## src/verilog/ppk_pkg.sv

```systemverilog
// constants, types and timing for the pyrometer peak picker
// How it works
// - one mode selector value, so only one peak mode is ever active
// - mode off passes every momentary sample straight through
// - clear interval is clamped to the range 10 ms to 25 s
// - clear mode collects a running maximum, restarted each interval
// - finished buffer maximum is shown steady for the whole next interval
// - peaks shorter than five response times may read attenuated
// - smart mode holds the highest recent temperature as output
// - smart settings are latched only while smart mode is selected
// - decay rate clamped to 166.66 C/s or 300 F/s by unit
// - decay rate zero means the held peak never decays
// - held peak falls at most at decay rate, never below momentary value
// - start delay is clamped to 0.02 s to 10.00 s
// - delay setting zero starts peaking right at target detection
// - leading edge of a target starts the delay, holding follows expiry
// - reset-below threshold is clamped into the configured sub-range
// - at or below the threshold output is momentary, no holding
package ppk_pkg;
  localparam int          TW            = 18;    // temperature, lsb 0.1 degree
  localparam int          RW            = 15;    // decay rate, lsb 0.01 deg/s
  localparam int          CW            = 15;    // clear interval in ms
  localparam int          DW            = 10;    // start delay, lsb 10 ms
  localparam int          AW            = 18;    // decay accumulator
  localparam int          FIFO_DEPTH    = 8;
  localparam int          CLK_HZ        = 100_000_000;
  localparam int          TICK_NS       = 100_000;
  // divide first: the plain product would not fit in 32 bits
  localparam int          TICK_CYC      = CLK_HZ / 1_000_000 * TICK_NS / 1000;
  localparam int          TICKS_PER_MS  = 10;
  localparam logic [CW-1:0] CLR_MIN_MS  = 15'h000A;
  localparam logic [CW-1:0] CLR_MAX_MS  = 15'h61A8;  // 25000 ms
  localparam logic [DW-1:0] DLY_MIN     = 10'h002;
  localparam logic [DW-1:0] DLY_MAX     = 10'h3E8;   // 1000 x 10 ms
  localparam logic [3:0]    MS_PER_DLY  = 4'hA;
  localparam logic [RW-1:0] DECAY_MAX_C = 15'h411A;  // 16666
  localparam logic [RW-1:0] DECAY_MAX_F = 15'h7530;  // 30000
  // 0.1 degree expressed in (0.01 deg/s) x (100 us) units
  localparam logic [AW-1:0] DECAY_STEP  = 18'h1_86A0;
  localparam logic [TW-1:0] AUTO_HYST   = 18'h0_000A;  // 1 degree

  typedef enum logic [1:0] {
    PPK_MODE_OFF   = 2'h0,
    PPK_MODE_AUTO  = 2'h1,
    PPK_MODE_CLEAR = 2'h2,
    PPK_MODE_SMART = 2'h3
  } ppk_mode_t;

  typedef enum logic [1:0] {
    PPK_SM_IDLE  = 2'h0,
    PPK_SM_DELAY = 2'h1,
    PPK_SM_HOLD  = 2'h3
  } ppk_sm_t;
endpackage

```

## src/verilog/ppk_fifo.sv

```systemverilog
// small fifo holding processed temperature words
`timescale 1ns/1ps
module ppk_fifo #(
  parameter int W = 18,
  parameter int D = 8
) (
  input  wire logic         mclk,
  input  wire logic         rst,
  input  wire logic         in_valid,
  output logic              in_ready,
  input  wire logic [W-1:0] in_data,
  output logic              out_valid,
  input  wire logic         out_ready,
  output logic [W-1:0]      out_data
);
  localparam int PW = $clog2(D);
  localparam logic [PW:0] FULL = (PW+1)'(D);

  logic [W-1:0]  mem_q [D];
  logic [PW-1:0] wr_q;
  logic [PW-1:0] rd_q;
  logic [PW:0]   cnt_q;
  logic          push;
  logic          pop;

  assign in_ready  = cnt_q != FULL;
  assign out_valid = cnt_q != '0;
  assign push      = in_valid & in_ready;
  assign pop       = out_valid & out_ready;
  assign out_data  = mem_q[rd_q];

  always_ff @(posedge mclk) begin
    if (push) begin
      mem_q[wr_q] <= in_data;
    end
  end

  always_ff @(posedge mclk) begin
    if (rst) begin
      wr_q  <= '0;
      rd_q  <= '0;
      cnt_q <= '0;
    end else begin
      if (push) begin
        wr_q <= (wr_q == PW'(D - 1)) ? '0 : wr_q + 1'b1;
      end
      if (pop) begin
        rd_q <= (rd_q == PW'(D - 1)) ? '0 : rd_q + 1'b1;
      end
      if (push && !pop) begin
        cnt_q <= cnt_q + 1'b1;
      end else if (pop && !push) begin
        cnt_q <= cnt_q - 1'b1;
      end
    end
  end
endmodule

```

## src/verilog/ppk_peak_picker.sv

```systemverilog
// peak picker: off, auto, clear-time and smart peak hold on a sample stream
`timescale 1ns/1ps
module ppk_peak_picker
  import ppk_pkg::*;
#(
  parameter int TICK = TICK_CYC
) (
  input  wire logic          mclk,
  input  wire logic          rst,
  input  wire logic [1:0]    mode_sel,
  input  wire logic          unit_fahrenheit,
  input  wire logic [TW-1:0] subrange_lo,
  input  wire logic [TW-1:0] subrange_hi,
  input  wire logic [CW-1:0] clear_interval,
  input  wire logic [RW-1:0] decay_rate,
  input  wire logic [DW-1:0] start_delay,
  input  wire logic [TW-1:0] reset_below_threshold,
  input  wire logic          sample_valid,
  output logic               sample_ready,
  input  wire logic [TW-1:0] sample_temp,
  output logic               out_valid,
  input  wire logic          out_ready,
  output logic [TW-1:0]      out_temp,
  output logic [TW-1:0]      held_peak,
  output logic               hold_active
);
  // ------------------------------------------------------------
  // timebase and mode tracking
  // ------------------------------------------------------------
  logic      tick_fast;
  logic      tick_ms;
  ppk_mode_t mode_q;
  logic      mode_chg;
  logic      clr;
  logic      take;
  logic      fifo_ready;

  ppk_timebase #(
    .TICK(TICK)
  ) u_tb (
    .mclk      (mclk),
    .rst       (rst),
    .tick_fast (tick_fast),
    .tick_ms   (tick_ms)
  );

  assign mode_chg     = ppk_mode_t'(mode_sel) != mode_q;
  assign clr          = rst | mode_chg;
  assign sample_ready = fifo_ready;
  assign take         = sample_valid & fifo_ready;

  always_ff @(posedge mclk) begin
    if (rst) begin
      mode_q <= PPK_MODE_OFF;
    end else begin
      mode_q <= ppk_mode_t'(mode_sel);
    end
  end

  // ------------------------------------------------------------
  // settings, clamped into their legal ranges
  // ------------------------------------------------------------
  logic [CW-1:0] clr_len;
  logic [RW-1:0] dec_max;
  logic [RW-1:0] dec_q;
  logic [DW-1:0] dly_q;
  logic [TW-1:0] thr_q;

  always_comb begin
    clr_len = clear_interval;
    if (clear_interval < CLR_MIN_MS) begin
      clr_len = CLR_MIN_MS;
    end else if (clear_interval > CLR_MAX_MS) begin
      clr_len = CLR_MAX_MS;
    end
  end

  assign dec_max = unit_fahrenheit ? DECAY_MAX_F : DECAY_MAX_C;

  // smart settings only follow the inputs while smart mode is selected
  always_ff @(posedge mclk) begin
    if (rst) begin
      dec_q <= '0;
      dly_q <= '0;
      thr_q <= '0;
    end else if (mode_sel == PPK_MODE_SMART) begin
      dec_q <= (decay_rate > dec_max) ? dec_max : decay_rate;
      if (start_delay == '0) begin
        dly_q <= '0;
      end else if (start_delay < DLY_MIN) begin
        dly_q <= DLY_MIN;
      end else if (start_delay > DLY_MAX) begin
        dly_q <= DLY_MAX;
      end else begin
        dly_q <= start_delay;
      end
      if (reset_below_threshold < subrange_lo) begin
        thr_q <= subrange_lo;
      end else if (reset_below_threshold > subrange_hi) begin
        thr_q <= subrange_hi;
      end else begin
        thr_q <= reset_below_threshold;
      end
    end
  end

  // ------------------------------------------------------------
  // auto mode: max per hot object
  // ------------------------------------------------------------
  logic [TW-1:0] auto_max_q;
  logic          auto_vld_q;
  logic          auto_armed_q;
  logic          auto_hot;

  assign auto_hot = sample_temp >= subrange_lo + AUTO_HYST;

  always_ff @(posedge mclk) begin
    if (clr) begin
      auto_max_q   <= '0;
      auto_vld_q   <= 1'b0;
      auto_armed_q <= 1'b1;
    end else if (take && mode_q == PPK_MODE_AUTO) begin
      if (!auto_hot) begin
        auto_armed_q <= 1'b1;
      end else if (auto_armed_q || !auto_vld_q) begin
        auto_max_q   <= sample_temp;
        auto_vld_q   <= 1'b1;
        auto_armed_q <= 1'b0;
      end else if (sample_temp > auto_max_q) begin
        auto_max_q <= sample_temp;
      end
    end
  end

  // ------------------------------------------------------------
  // clear-time mode: collecting and showing buffers
  // ------------------------------------------------------------
  logic [CW-1:0] clr_cnt_q;
  logic [TW-1:0] buf_coll_q;
  logic          coll_any_q;
  logic [TW-1:0] buf_show_q;
  logic          show_vld_q;
  logic          clr_end;
  logic [TW-1:0] coll_nxt;
  logic          coll_any_nxt;
  logic          in_clear;

  assign in_clear = mode_q == PPK_MODE_CLEAR;
  assign clr_end  = in_clear && tick_ms && (clr_cnt_q + 1'b1 >= clr_len);

  always_comb begin
    coll_nxt     = buf_coll_q;
    coll_any_nxt = coll_any_q;
    if (take && (!coll_any_q || sample_temp > buf_coll_q)) begin
      coll_nxt     = sample_temp;
      coll_any_nxt = 1'b1;
    end
  end

  always_ff @(posedge mclk) begin
    if (clr || !in_clear) begin
      clr_cnt_q <= '0;
    end else if (tick_ms) begin
      clr_cnt_q <= clr_end ? '0 : clr_cnt_q + 1'b1;
    end
  end

  // the collected max moves over at the interval end, the collector restarts
  always_ff @(posedge mclk) begin
    if (clr) begin
      buf_coll_q <= '0;
      coll_any_q <= 1'b0;
      buf_show_q <= '0;
      show_vld_q <= 1'b0;
    end else if (in_clear) begin
      if (clr_end) begin
        buf_show_q <= coll_nxt;
        show_vld_q <= coll_any_nxt;
        buf_coll_q <= '0;
        coll_any_q <= 1'b0;
      end else begin
        buf_coll_q <= coll_nxt;
        coll_any_q <= coll_any_nxt;
      end
    end
  end

  // ------------------------------------------------------------
  // smart mode: delay, hold and decay
  // ------------------------------------------------------------
  ppk_sm_t       sm_q;
  logic [13:0]   dly_cnt_q;
  logic [TW-1:0] peak_q;
  logic [TW-1:0] last_q;
  logic [AW-1:0] dec_acc_q;
  logic [AW-1:0] acc_sum;
  logic          dec_step;
  logic [TW-1:0] peak_dec;
  logic [TW-1:0] peak_nxt;
  logic [13:0]   dly_ms;
  logic          in_smart;
  logic          above;

  assign in_smart = mode_q == PPK_MODE_SMART;
  assign above    = sample_temp > thr_q;
  assign dly_ms   = 14'(dly_q) * 14'(MS_PER_DLY);
  assign acc_sum  = dec_acc_q + AW'(dec_q);
  // a zero rate never reaches a step, so the peak stays put
  assign dec_step = tick_fast && (acc_sum >= DECAY_STEP);

  always_comb begin
    peak_dec = peak_q;
    if (dec_step && peak_q != '0) begin
      peak_dec = peak_q - 1'b1;
    end
    if (peak_dec < last_q) begin
      peak_dec = last_q;
    end
    peak_nxt = peak_dec;
    if (take && sample_temp >= peak_dec) begin
      peak_nxt = sample_temp;
    end
  end

  always_ff @(posedge mclk) begin
    if (clr || sm_q != PPK_SM_HOLD) begin
      dec_acc_q <= '0;
    end else if (tick_fast) begin
      dec_acc_q <= dec_step ? acc_sum - DECAY_STEP : acc_sum;
    end
  end

  always_ff @(posedge mclk) begin
    if (clr) begin
      last_q <= '0;
    end else if (take) begin
      last_q <= sample_temp;
    end
  end

  always_ff @(posedge mclk) begin
    if (clr || !in_smart) begin
      sm_q      <= PPK_SM_IDLE;
      dly_cnt_q <= '0;
      peak_q    <= '0;
    end else begin
      unique case (sm_q)
        PPK_SM_IDLE: begin
          if (take && above) begin
            peak_q <= sample_temp;
            if (dly_q == '0) begin
              sm_q <= PPK_SM_HOLD;
            end else begin
              sm_q      <= PPK_SM_DELAY;
              dly_cnt_q <= '0;
            end
          end
        end
        PPK_SM_DELAY: begin
          if (take && !above) begin
            sm_q <= PPK_SM_IDLE;
          end else if (tick_ms) begin
            if (dly_cnt_q + 1'b1 >= dly_ms) begin
              sm_q   <= PPK_SM_HOLD;
              peak_q <= take ? sample_temp : last_q;
            end else begin
              dly_cnt_q <= dly_cnt_q + 1'b1;
            end
          end
        end
        PPK_SM_HOLD: begin
          if (take && !above) begin
            sm_q   <= PPK_SM_IDLE;
            peak_q <= '0;
          end else begin
            peak_q <= peak_nxt;
          end
        end
      endcase
    end
  end

  // ------------------------------------------------------------
  // output selection and buffering
  // ------------------------------------------------------------
  logic [TW-1:0] out_val;

  always_comb begin
    out_val = sample_temp;
    unique case (mode_q)
      PPK_MODE_OFF: begin
        out_val = sample_temp;
      end
      PPK_MODE_AUTO: begin
        out_val = (!auto_vld_q || (auto_hot && (auto_armed_q || sample_temp > auto_max_q))) ?
                  sample_temp : auto_max_q;
      end
      PPK_MODE_CLEAR: begin
        out_val = show_vld_q ? buf_show_q : sample_temp;
      end
      PPK_MODE_SMART: begin
        if (sm_q == PPK_SM_HOLD && above) begin
          out_val = peak_nxt;
        end else begin
          out_val = sample_temp;
        end
      end
    endcase
  end

  // mode changes drop the sample of that cycle's decision into momentary output
  ppk_fifo #(
    .W(TW),
    .D(FIFO_DEPTH)
  ) u_fifo (
    .mclk      (mclk),
    .rst       (rst),
    .in_valid  (sample_valid),
    .in_ready  (fifo_ready),
    .in_data   (mode_chg ? sample_temp : out_val),
    .out_valid (out_valid),
    .out_ready (out_ready),
    .out_data  (out_temp)
  );

  always_ff @(posedge mclk) begin
    if (rst) begin
      held_peak   <= '0;
      hold_active <= 1'b0;
    end else begin
      held_peak   <= in_smart ? peak_q : (in_clear ? buf_show_q : auto_max_q);
      hold_active <= (in_smart && sm_q == PPK_SM_HOLD) || (in_clear && show_vld_q) ||
                     (mode_q == PPK_MODE_AUTO && auto_vld_q);
    end
  end
endmodule

```

## src/verilog/ppk_timebase.sv

```systemverilog
// prescaler making the 100 us and 1 ms enable pulses
`timescale 1ns/1ps
module ppk_timebase
  import ppk_pkg::*;
#(
  parameter int TICK = TICK_CYC
) (
  input  wire logic mclk,
  input  wire logic rst,
  output logic      tick_fast,
  output logic      tick_ms
);
  logic [15:0] pre_q;
  logic [3:0]  sub_q;

  assign tick_fast = pre_q == 16'(TICK - 1);
  assign tick_ms   = tick_fast && (sub_q == 4'(TICKS_PER_MS - 1));

  always_ff @(posedge mclk) begin
    if (rst) begin
      pre_q <= '0;
      sub_q <= '0;
    end else begin
      pre_q <= tick_fast ? '0 : pre_q + 1'b1;
      if (tick_fast) begin
        sub_q <= tick_ms ? '0 : sub_q + 1'b1;
      end
    end
  end
endmodule
```

## config.mk

```make
export PLATFORM = sky130hd
export DESIGN_NAME = ppk_peak_picker
export DESIGN_NICKNAME = d
export VERILOG_FILES = /design/src/verilog/ppk_pkg.sv /design/src/verilog/ppk_fifo.sv /design/src/verilog/ppk_peak_picker.sv /design/src/verilog/ppk_timebase.sv
export SDC_FILE = /design/constraint.sdc
export NUM_CORES = 1
export LEC_CHECK = 0
export ABC_AREA = 1
export BUFFER_PORTS_ARGS = -buffer_cell sky130_fd_sc_hd__buf_4
export CORE_AREA = 2 2 241 267
export DETAILED_ROUTE_END_ITERATION = 12
export DIE_AREA = 0 0 243 269
export PLACE_DENSITY = 0.67
export SLEW_MARGIN = 10
export SYNTH_ARGS = -nofsm -noshare
export SYNTH_HDL_FRONTEND = slang
export SYNTH_SLANG_ARGS = --single-unit
```

## constraint.sdc

```tcl
create_clock -name mclk -period 7.3 [get_ports mclk]
set_input_delay 0.73 -clock mclk [delete_from_list [all_inputs] [get_ports mclk]]
set_output_delay 0.73 -clock mclk [all_outputs]
set_load 0.02 [all_outputs]
```

## Yosys cells after proc, flatten, opt, wreduce, memory -nomap -nowiden

Memory sizes are Yosys's and may differ from the RTL's. A register that Yosys moved wholly into a read port is not among the register bits.
Index checks and enable logic that the tools add are counted.

| storage, ports and cells | value |
|---|---|
| flip-flop bits (word level) | 237 |
| word-level logic and storage cells | 188 |
| input port bits | 119 |
| RAM bits | 144 |
| memories | 1 |
| output and inout bits | 39 |

Memory list:

| name | depth | bits a word | read ports | clocked after Yosys merged registers in | wr ports | line | source |
|---|---|---|---|---|---|---|---|
| u_fifo.mem_q | 8 | 18 | 1 | 1 | 1 | ppk_fifo.sv:19 | `logic [W-1:0] mem_q [D];` |

| operators by class | value |
|---|---|
| bitwise gates (word level) | 3 |
| muxes and demuxes | 58 |
| $mul | 1 |
| $lt $le $gt $ge | 16 |
| add/subtract/negate cells | 12 |
| equal/unequal tests | 23 |
| reduce and logical (&&, ||, !) cells | 50 |

Operator list:

| kind | count |
|---|---|
| $mux W18 | 22 |
| $mux W14 | 6 |
| $gt A18 B18 Y1 | 4 |
| $pmux W18 S4 | 1 |
| $mux W15 | 4 |
| $pmux W18 S3 | 1 |
| $ge A18 B18 Y1 | 2 |
| $lt A18 B18 Y1 | 2 |
| $mux W10 | 3 |
| $pmux W14 S2 | 1 |
| $logic_not A10 Y1 | 2 |
| $add A18 B15 Y18 | 1 |
| $add A18 B4 Y18 const B | 1 |
| $ge A18 B17 Y1 const B | 1 |
| $reduce_bool A18 Y1 | 1 |
| $sub A18 B1 Y18 const B | 1 |
| $sub A18 B17 Y18 const B | 1 |
| $logic_and A1 B1 Y1 | 17 |
| $add A16 B1 Y16 const B | 1 |
| $eq A16 B14 Y1 const B | 1 |
| $ne A2 B2 Y1 const B | 8 |
| $add A15 B1 Y15 const B | 1 |
| $ge A15 B15 Y1 | 1 |
| $gt A15 B15 Y1 | 1 |
| other kinds (35) | 79 |

## Depth between registers and ports, before layout

Gate-level depths: netlist (run 1).

| depth | value |
|---|---|
| depth after elaboration | 13 |
| gate-level depth with buffers | 50 |
| gate-level depth less buffers | 47 |

## Modules after synthesis

A second synthesis (run 1) with hierarchy kept.

| unflattened totals | value |
|---|---|
| cells, all modules | 3,377 |
| area, all modules | 24,962.7 um^2 |

By module, submodules not included:

| module | instances | sequential area each (um^2) | cells an instance | area each (um^2) |
|---|---|---|---|---|
| ppk_peak_picker | 1 | 4,144.0 | 2,645 | 17,374.2 |
| ppk_fifo | 1 | 4,584.4 | 573 | 6,438.7 |
| ppk_timebase | 1 | 400.4 | 159 | 1,149.9 |

## Worst setup path after synthesis (run 1)

Ideal clock, no wire load.

| path | value |
|---|---|
| path kind | reg2reg |
| start point | reg dec_q[0] |
| end point | mem u_fifo.mem_q[0][12], data pin |
| clock period less this slack | 6.870 ns |
| data required time | 7.029 ns |
| data arrival time | 6.599 ns |
| stages on the path, launching flop included | 49 |
| buffers on the path | 3 |
| library setup time | 0.271 ns |
| slack | 0.430 ns |
| path through | dfxtp_1 > ha_1 > inv_1 > fa_1 > inv_1 > nand3_1 > nand3_2 > nand2_1 > nand2_1 > xnor2_1 > nand2_2 > nand2_2 > nand2_1 > nor2_1 > nor2_2 > buf_4 > inv_1 > nor2_1 > (+13 left out) > inv_1 > ha_1 > a21oi_1 > nor2_1 > a211oi_1 > o21ai_0 > a21oi_1 > nor2_1 > a211oi_1 > o21ai_0 > nand2_1 > clkinv_1 > clkbuf_1 > nand2_1 > nand2_1 > nand2_1 > nand2_1 > a21boi_0 |

| on the way | value |
|---|---|
| word-level cells in the longest chain between the ends | 13 |

Ends and longest elaborated chain:

| what | line | source |
|---|---|---|
| from (decl) | ppk_peak_picker.sv:65 | `logic [RW-1:0] dec_q;` |
| from (signal assigned) | ppk_peak_picker.sv:87 | `dec_q <= (decay_rate > dec_max) ? dec_max : decay_rate;` |
| $add A18 B15 Y18 * | ppk_peak_picker.sv:207 | `assign acc_sum = dec_acc_q + AW'(dec_q);` |
| $ge A18 B17 Y1 * | ppk_peak_picker.sv:209 | `assign dec_step = tick_fast && (acc_sum >= DECAY_STEP);` |
| $logic_and A1 B1 Y1 * | ppk_peak_picker.sv:209 |  |
| $logic_and A1 B1 Y1 * | ppk_peak_picker.sv:213 | `if (dec_step && peak_q != '0) begin` |
| $mux W18 * | ppk_peak_picker.sv:213 |  |
| $lt A18 B18 Y1 | ppk_peak_picker.sv:216 | `if (peak_dec < last_q) begin` |
| $mux W18 * | ppk_peak_picker.sv:216 |  |
| $ge A18 B18 Y1 | ppk_peak_picker.sv:220 | `if (take && sample_temp >= peak_dec) begin` |
| $logic_and A1 B1 Y1 | ppk_peak_picker.sv:220 |  |
| $mux W18 * | ppk_peak_picker.sv:220 |  |
| $mux W18 * | ppk_peak_picker.sv:302 | `if (sm_q == PPK_SM_HOLD && above) begin` |
| $pmux W18 S4 * | ppk_peak_picker.sv:290 | `unique case (mode_q)` |
| $mux W18 * | ppk_peak_picker.sv:320 | `.in_data (mode_chg ? sample_temp : out_val),` |
| via u_fifo.in_data[12] | ppk_fifo.sv:11 | `input wire logic [W-1:0] in_data,` |
| to (decl) | ppk_fifo.sv:19 |  |

Mark *: on every way through the listed nets, which the timed path passes. The rest lies on a longest branch.

## Final worst setup path (run 1)

| path | value |
|---|---|
| start point | reg dec_q[0] |
| end point | mem u_fifo.mem_q[7][3], data pin |

Same word-level chain as after synthesis.

==> results of run 1 <==
kinds of logic after synthesis:
logic type      share of synthesized area, %
fa+ha+maj                               11.5
buf+inv                                 8.67
simple gates                            22.3
compound gates                          18.1
xor+xnor                                2.61
flops                                   36.8
placed cells by master (no fill, tap or decap), drive strengths merged, types with 41 or more instances in the layout:
cell type	synthesis	layout
nand2	675	675
inv	428	431
a21oi	323	323
nor2	317	317
o21ai	299	299
dfxtp	240	240
ha	223	223
buf	13	211
nand3	160	160
edfxtp	144	144
xor2	61	61
clkbuf	110	58
nor3	56	56
nand4	40	41
cell type report:
| cell class | instances | share of cell area, % |
|---|---|---|
| multi-input cells | 2382 | 48.1 |
| flip-flops and latches | 384 | 31.9 |
| inverters | 440 | 5.77 |
| repair buffers | 211 | 5.59 |
| clock buffers | 58 | 4.13 |
| well taps | 841 | 3.68 |
| clock inverters | 20 | 0.779 |
through the flow:
stage | worst slack [ns] | power, W | setup TNS, ns | hold slack [ns]
after global placement | 0.263 | 0.00399 | 0 | 0.432
after detailed placement | 0.0419 | 0.00401 | 0 | 0.442
after CTS | 0.0440 | 0.00618 | 0 | 0.379
after global routing | -0.0164 | 0.00647 | -0.117 | 0.401
after floorplan | 0.430 | 0.00346 | 0 | 0.418
final | 0.624 | 0.00615 | 0 | 0.415
what timing repair did:
item	in CTS	in global routing
buffers inserted	0	10
endpoints found under the setup margin	0	161
resized for setup	0	51
where the power goes:
group / switching, W / internal, W
registers: 0.0000639 / 0.00234
logic: 0.00103 / 0.000537
clock network: 0.000919 / 0.00125
worst paths after layout:
| path | from | slack [ns] | end | depth (start not counted) |
|---|---|---|---|---|
| hold / removal | mode_sel[0] | 0.41 | mode_q[0] | 3 |
| hold reg to reg | u_tb.pre_q[10] | 0.46 | u_tb.pre_q[10] | 2 |
| setup reg to reg | dec_q[0] | 0.62 | u_fifo.mem_q[7][3] | 43 |
| setup / recovery | dec_q[0] | 0.62 | u_fifo.mem_q[7][3] | 43 |
flip-flops by register name (all words and copies together) (netlist names), 10 cells and up, named ones only:
signal and count:
peak_q 18, auto_max_q 18, clr_cnt_q 15, buf_coll_q 18, u_fifo.mem_q 144, last_q 18
dly_q 10, dec_q 15, held_peak 18, buf_show_q 18, u_tb.pre_q 16, thr_q 18
dly_cnt_q 14, dec_acc_q 18
routing by layer:
layer	global-route usage, %	vias to the layer above	part of all wire (%)	wire length (um)
li1	-	11491	-	-
met1	27.2	10463	42	31800
met2	39.3	699	47	35500
met3	3.87	166	6.1	4600
met4	11.3	0	5.1	3890
met5	0	-	0	0
critical path, delay by kind of cell, from the launching register on:
family	cells	cell delay [ns]
AND/OR/NAND/NOR	25	2.96
adder cells (fa/ha/maj)	4	1.19
AO/OA/AOI/OAI	7	1.17
buffers and inverters	5	0.48
flip-flops	1	0.33
XOR/XNOR	2	0.29
==> results.sh, run 1 <==
export IMPL_netlist_top_cells_count="nand2_1 (651), inv_1 (413), a21oi_1 (317), nor2_1 (305), o21ai_0 (299)"
export IMPL_syn_avg_cell_area_um2=7.45
export IMPL_grt_start_max_net_pins=57
export IMPL_crit_path_start_kind="flop"
export IMPL_cpMostUsedCell="nand2_1"
export IMPL_netlist_area_leader_share_pct=19.4
export IMPL_hold_viol_final=0
export IMPL_num_io_pins=158
export IMPL_grt_pass1_wl_um=118000
export IMPL_ys_warn_count=0
export IMPL_grt_pass1_vias=21509
export IMPL_async_flop_share_pct=0
export IMPL_required_ns=7.64
export IMPL_min_period_ns=6.68
export IMPL_vias_per_cell=5.26
export IMPL_setup_viol=0
export IMPL_multi_input_area_um2=13800
export IMPL_p_leak_nw=12.4
export IMPL_final_util_pct=45.5
export IMPL_drt_iter0_drc=1703
export IMPL_fill_cells=6444
export IMPL_grt_overflow_total=0
export IMPL_period_share_pct=91.4
export IMPL_ys_ff_latch=384
export IMPL_clock_sinks=384
export IMPL_area_growth_pct=15.3
export IMPL_clockBufferDepth=3
export IMPL_cts_root_buf="clkbuf_16"
export IMPL_drc=0
export IMPL_yosys_area_top_type="dfxtp_1"
export IMPL_slowest_stage="fa_1"
export IMPL_antenna_left=0
export IMPL_slew_headroom_pct=25.7
export IMPL_cts_tree="yes"
export IMPL_slew_viol_final=0
export IMPL_max_freq_mhz=150
export IMPL_dr_pass1_iters=6
export IMPL_dp_hpwl_um=55000
export IMPL_clkLatencyLatePin_ns=0.58
export IMPL_cap_viol_max_count=0
export IMPL_seq_area_um2=9130
export IMPL_n_antenna_cell=0
export IMPL_synth_edf_count=144
export IMPL_final_cells=4336
export IMPL_die_area_um2=65400
export IMPL_synth_area_um2=24800
export IMPL_p_per_area_nw_per_um2=215
export IMPL_crit_arrival_ns=7.02
export IMPL_placed_area_um2=26900
export IMPL_start_util_pct=39.5
export IMPL_fp_dieW_um=243
export IMPL_groute_usage_overall_pct=22.7
export IMPL_clk_pin_slew_ns=0.06
export IMPL_criticalPathCategory="flop to flop"
export IMPL_outcome="completed"
export IMPL_netlist_top_cells_area="dfxtp_1 (19%), edfxtp_1 (17%), ha_1 (11%)"
export IMPL_dp_cells=4247
export IMPL_ctsHoldBuffers=0
export IMPL_synth_seq_area_share_pct=36.8
export IMPL_vias=22819
export IMPL_synth_ff_type="dfxtp_1"
export IMPL_htreeDepth=2
export IMPL_netlist_instances=3328
export IMPL_cp_max_fo=18
export IMPL_worst_pin_slew_ns=1.11
export IMPL_drive_above_1_share_pct=11.4
export IMPL_fin_area_um2=28600
export IMPL_ys_types=66
export IMPL_port_buffer_count=157
export IMPL_antenna_found_initial=0
export IMPL_cts_buffers_inserted=42
export IMPL_core_area_um2=62900
export IMPL_std_cell_rows=97
export IMPL_dieHeight_um=269
export IMPL_gp_congestion=0.939
export IMPL_vdd_drop_max_mv=0.128
export IMPL_finalClockSkew_ns=0.0373
export IMPL_layout_nets=3806
export IMPL_syn_nets=3673
export IMPL_yosysMostFrequentCell="nand2_1"
export IMPL_min_path_type="input port to flop"
export IMPL_end_kind="flop"
export IMPL_cpPeakStageDelay_ns=0.39
export IMPL_post_drt_wl_per_cell_um=17.5
export IMPL_drt_wl_total_um=75700
Power figures use the tool's default switching activity.
==> inputs of run 2 (changes only) <==
PLACE_DENSITY = 0.65   (was 0.67)
clock period = 8.1 ns   (was 7.3 ns; I/O delays follow)
==> run 2 against run 1 <==
Die area unchanged. Via count down 0.39%. Critical path type unchanged. Worst hold slack better by 0.039 ns. Power down 9.6%. Highest routed layer is now met5. Sequential share of layout area up 0.30 points. Clock skew down 0.011 ns.
==> results.sh, run 2 (synthesized netlist as in run 1, its figures left out) <==
export IMPL_tns_ns=0
export IMPL_clock_sinks=384
export IMPL_slowest_stage="a21boi_1"
export IMPL_antenna_left=0
export IMPL_layout_nets=3789
export IMPL_crit_arrival_ns=7.68
export IMPL_top_register="u_fifo.mem_q"
export IMPL_drive_above_1_share_pct=10.7
export IMPL_largest_reg_flops=144
export IMPL_drt_wl_total_um=77400
export IMPL_final_cells=4320
export IMPL_criticalPathCategory="flop to flop"
export IMPL_core_area_um2=62900
export IMPL_worst_slack_ns=0.716
export IMPL_min_path_type="flop to flop"
export IMPL_max_freq_mhz=135
export IMPL_clk_pin_slew_ns=0.06
export IMPL_slew_headroom_pct=20.5
export IMPL_crit_path_start_kind="flop"
export IMPL_grt_pass1_wl_um=120000
export IMPL_final_util_pct=45.1
export IMPL_antenna_found_initial=3
export IMPL_clkLatencyLatePin_ns=0.59
export IMPL_final_common_cell="nand2_1"
export IMPL_period_share_pct=91.2
export IMPL_htreeDepth=2
export IMPL_rsz0062_at_grt="no"
export IMPL_std_cell_rows=97
export IMPL_num_io_pins=158
export IMPL_cap_viol_max_count=0
export IMPL_cpPeakStageDelay_ns=0.49
export IMPL_cts_buffers_inserted=42
export IMPL_vias=22731
export IMPL_dp_hpwl_um=57200
export IMPL_hold_viol_final=0
export IMPL_required_ns=8.40
export IMPL_finalClockSkew_ns=0.0264
export IMPL_setup_viol=0
export IMPL_groute_usage_overall_pct=23.4
export IMPL_cts_root_buf="clkbuf_16"
export IMPL_grt_overflow_total=0
export IMPL_dp_cells=4241
export IMPL_dieHeight_um=269
export IMPL_vias_per_cell=5.26
export IMPL_vdd_drop_max_mv=0.136
export IMPL_slew_viol_final=0
export IMPL_drc=0
export IMPL_final_cell_mix="nand2_1 (650), inv_1 (413), a21oi_1 (316)"
export IMPL_fill_cells=6441
export IMPL_port_buffer_count=157
export IMPL_post_place_ws_ns=0.602
export IMPL_clockBufferDepth=3
export IMPL_seq_area_um2=9130
export IMPL_cpMostUsedCell="nand2_1"
export IMPL_grt_pass1_vias=21306
export IMPL_p_leak_nw=12.3
export IMPL_cp_max_fo=19
export IMPL_multi_input_area_um2=13600
export IMPL_cts_tree="yes"
export IMPL_fp_dieW_um=243
export IMPL_worst_pin_slew_ns=1.18
export IMPL_die_area_um2=65400
export IMPL_outcome="completed"
export IMPL_area_growth_pct=14.2
export IMPL_drt_iter0_drc=1779
export IMPL_grt_start_max_net_pins=74
export IMPL_end_kind="flop"
export IMPL_hold_ws_ns=0.454
export IMPL_dr_pass1_iters=5
export IMPL_start_util_pct=39.5
export IMPL_cts_setup_buffers=0
export IMPL_min_period_ns=7.38
export IMPL_p_per_area_nw_per_um2=196
export IMPL_gp_congestion=0.977
export IMPL_post_drt_wl_per_cell_um=17.9
run 2: changes by cell type in the layout (fill, tap and decap cells not counted), sizes merged:
cell	change
buf	-16
clkbuf	-3
clkinv	-3
inv	+3
clkinvlp	+2
bufinv	+1
diode	+1
nand4	-1
run 2: worst paths after layout:
check	startpoint	endpoint	slack, ns	cells past startpoint
setup / recovery	dec_q[0]	u_fifo.mem_q[6][13]	0.72	42
hold / removal	u_tb.pre_q[0]	u_tb.pre_q[0]	0.45	1
setup reg to reg	dec_q[0]	u_fifo.mem_q[6][13]	0.72	42
hold reg to reg	u_tb.pre_q[0]	u_tb.pre_q[0]	0.45	1
run 2: report_power, final:
group | internal [W] | total (W) | leakage, nW | switching, W
sequential | 0.00211 | 0.00215 | 3.25 | 0.0000403
clock | 0.00116 | 0.00200 | 0.688 | 0.000840
combinational | 0.000470 | 0.00141 | 8.34 | 0.000939
total | 0.00374 | 0.00556 | 12.3 | 0.00182
run 2: worst max-delay path: cells and delay by family (launching register included):
family                     cells  cell delay [ns]
DFF                            1             0.34
and+or+nand+nor               25             3.30
xor gates and xnor gates       2             0.31
adders and majority gates      4             1.24
AOI/OAI and AO/OA              7             1.34
buffers and inverters          4             0.56
run 2: final cells by class:
class / count / share of cell area (%)
Tap cell: 841 / 3.71
Timing Repair Buffer: 195 / 5.17
Inverter: 440 / 5.83
Sequential cell: 384 / 32.2
Clock inverter: 23 / 0.963
Clock buffer: 55 / 4.10
Multi-Input combinational cell: 2381 / 48.0
Antenna cell: 1 / 0.00883
run 2: per-layer routing:
| layer | part of all wire, % | vias up | routed length (um) | global-route usage (%) |
|---|---|---|---|---|
| li1 | - | 11451 | - | - |
| met1 | 43 | 10415 | 33300 | 29.6 |
| met2 | 45 | 672 | 35100 | 38.9 |
| met3 | 6.4 | 189 | 4940 | 3.99 |
| met4 | 5.1 | 4 | 3960 | 11.0 |
| met5 | 0.036 | - | 28 | 0 |
run 2: what timing repair did:
item | CTS | global route
hold buffers | 0 | 0
gates resized for setup | 0 | 19
setup endpoints to repair | 0 | 128
run 2: metrics by stage:
| step | instance area, um^2 | power, W |
|---|---|---|
| 4_1_cts | 28300 | 0.00561 |
| 6_report | 28300 | 0.00556 |
| 3_5_place_dp | 26900 | 0.00361 |
| 2_1_floorplan | 24800 | 0.00311 |
| 3_3_place_gp | 26900 | 0.00359 |
| 5_1_grt | 28300 | 0.00585 |
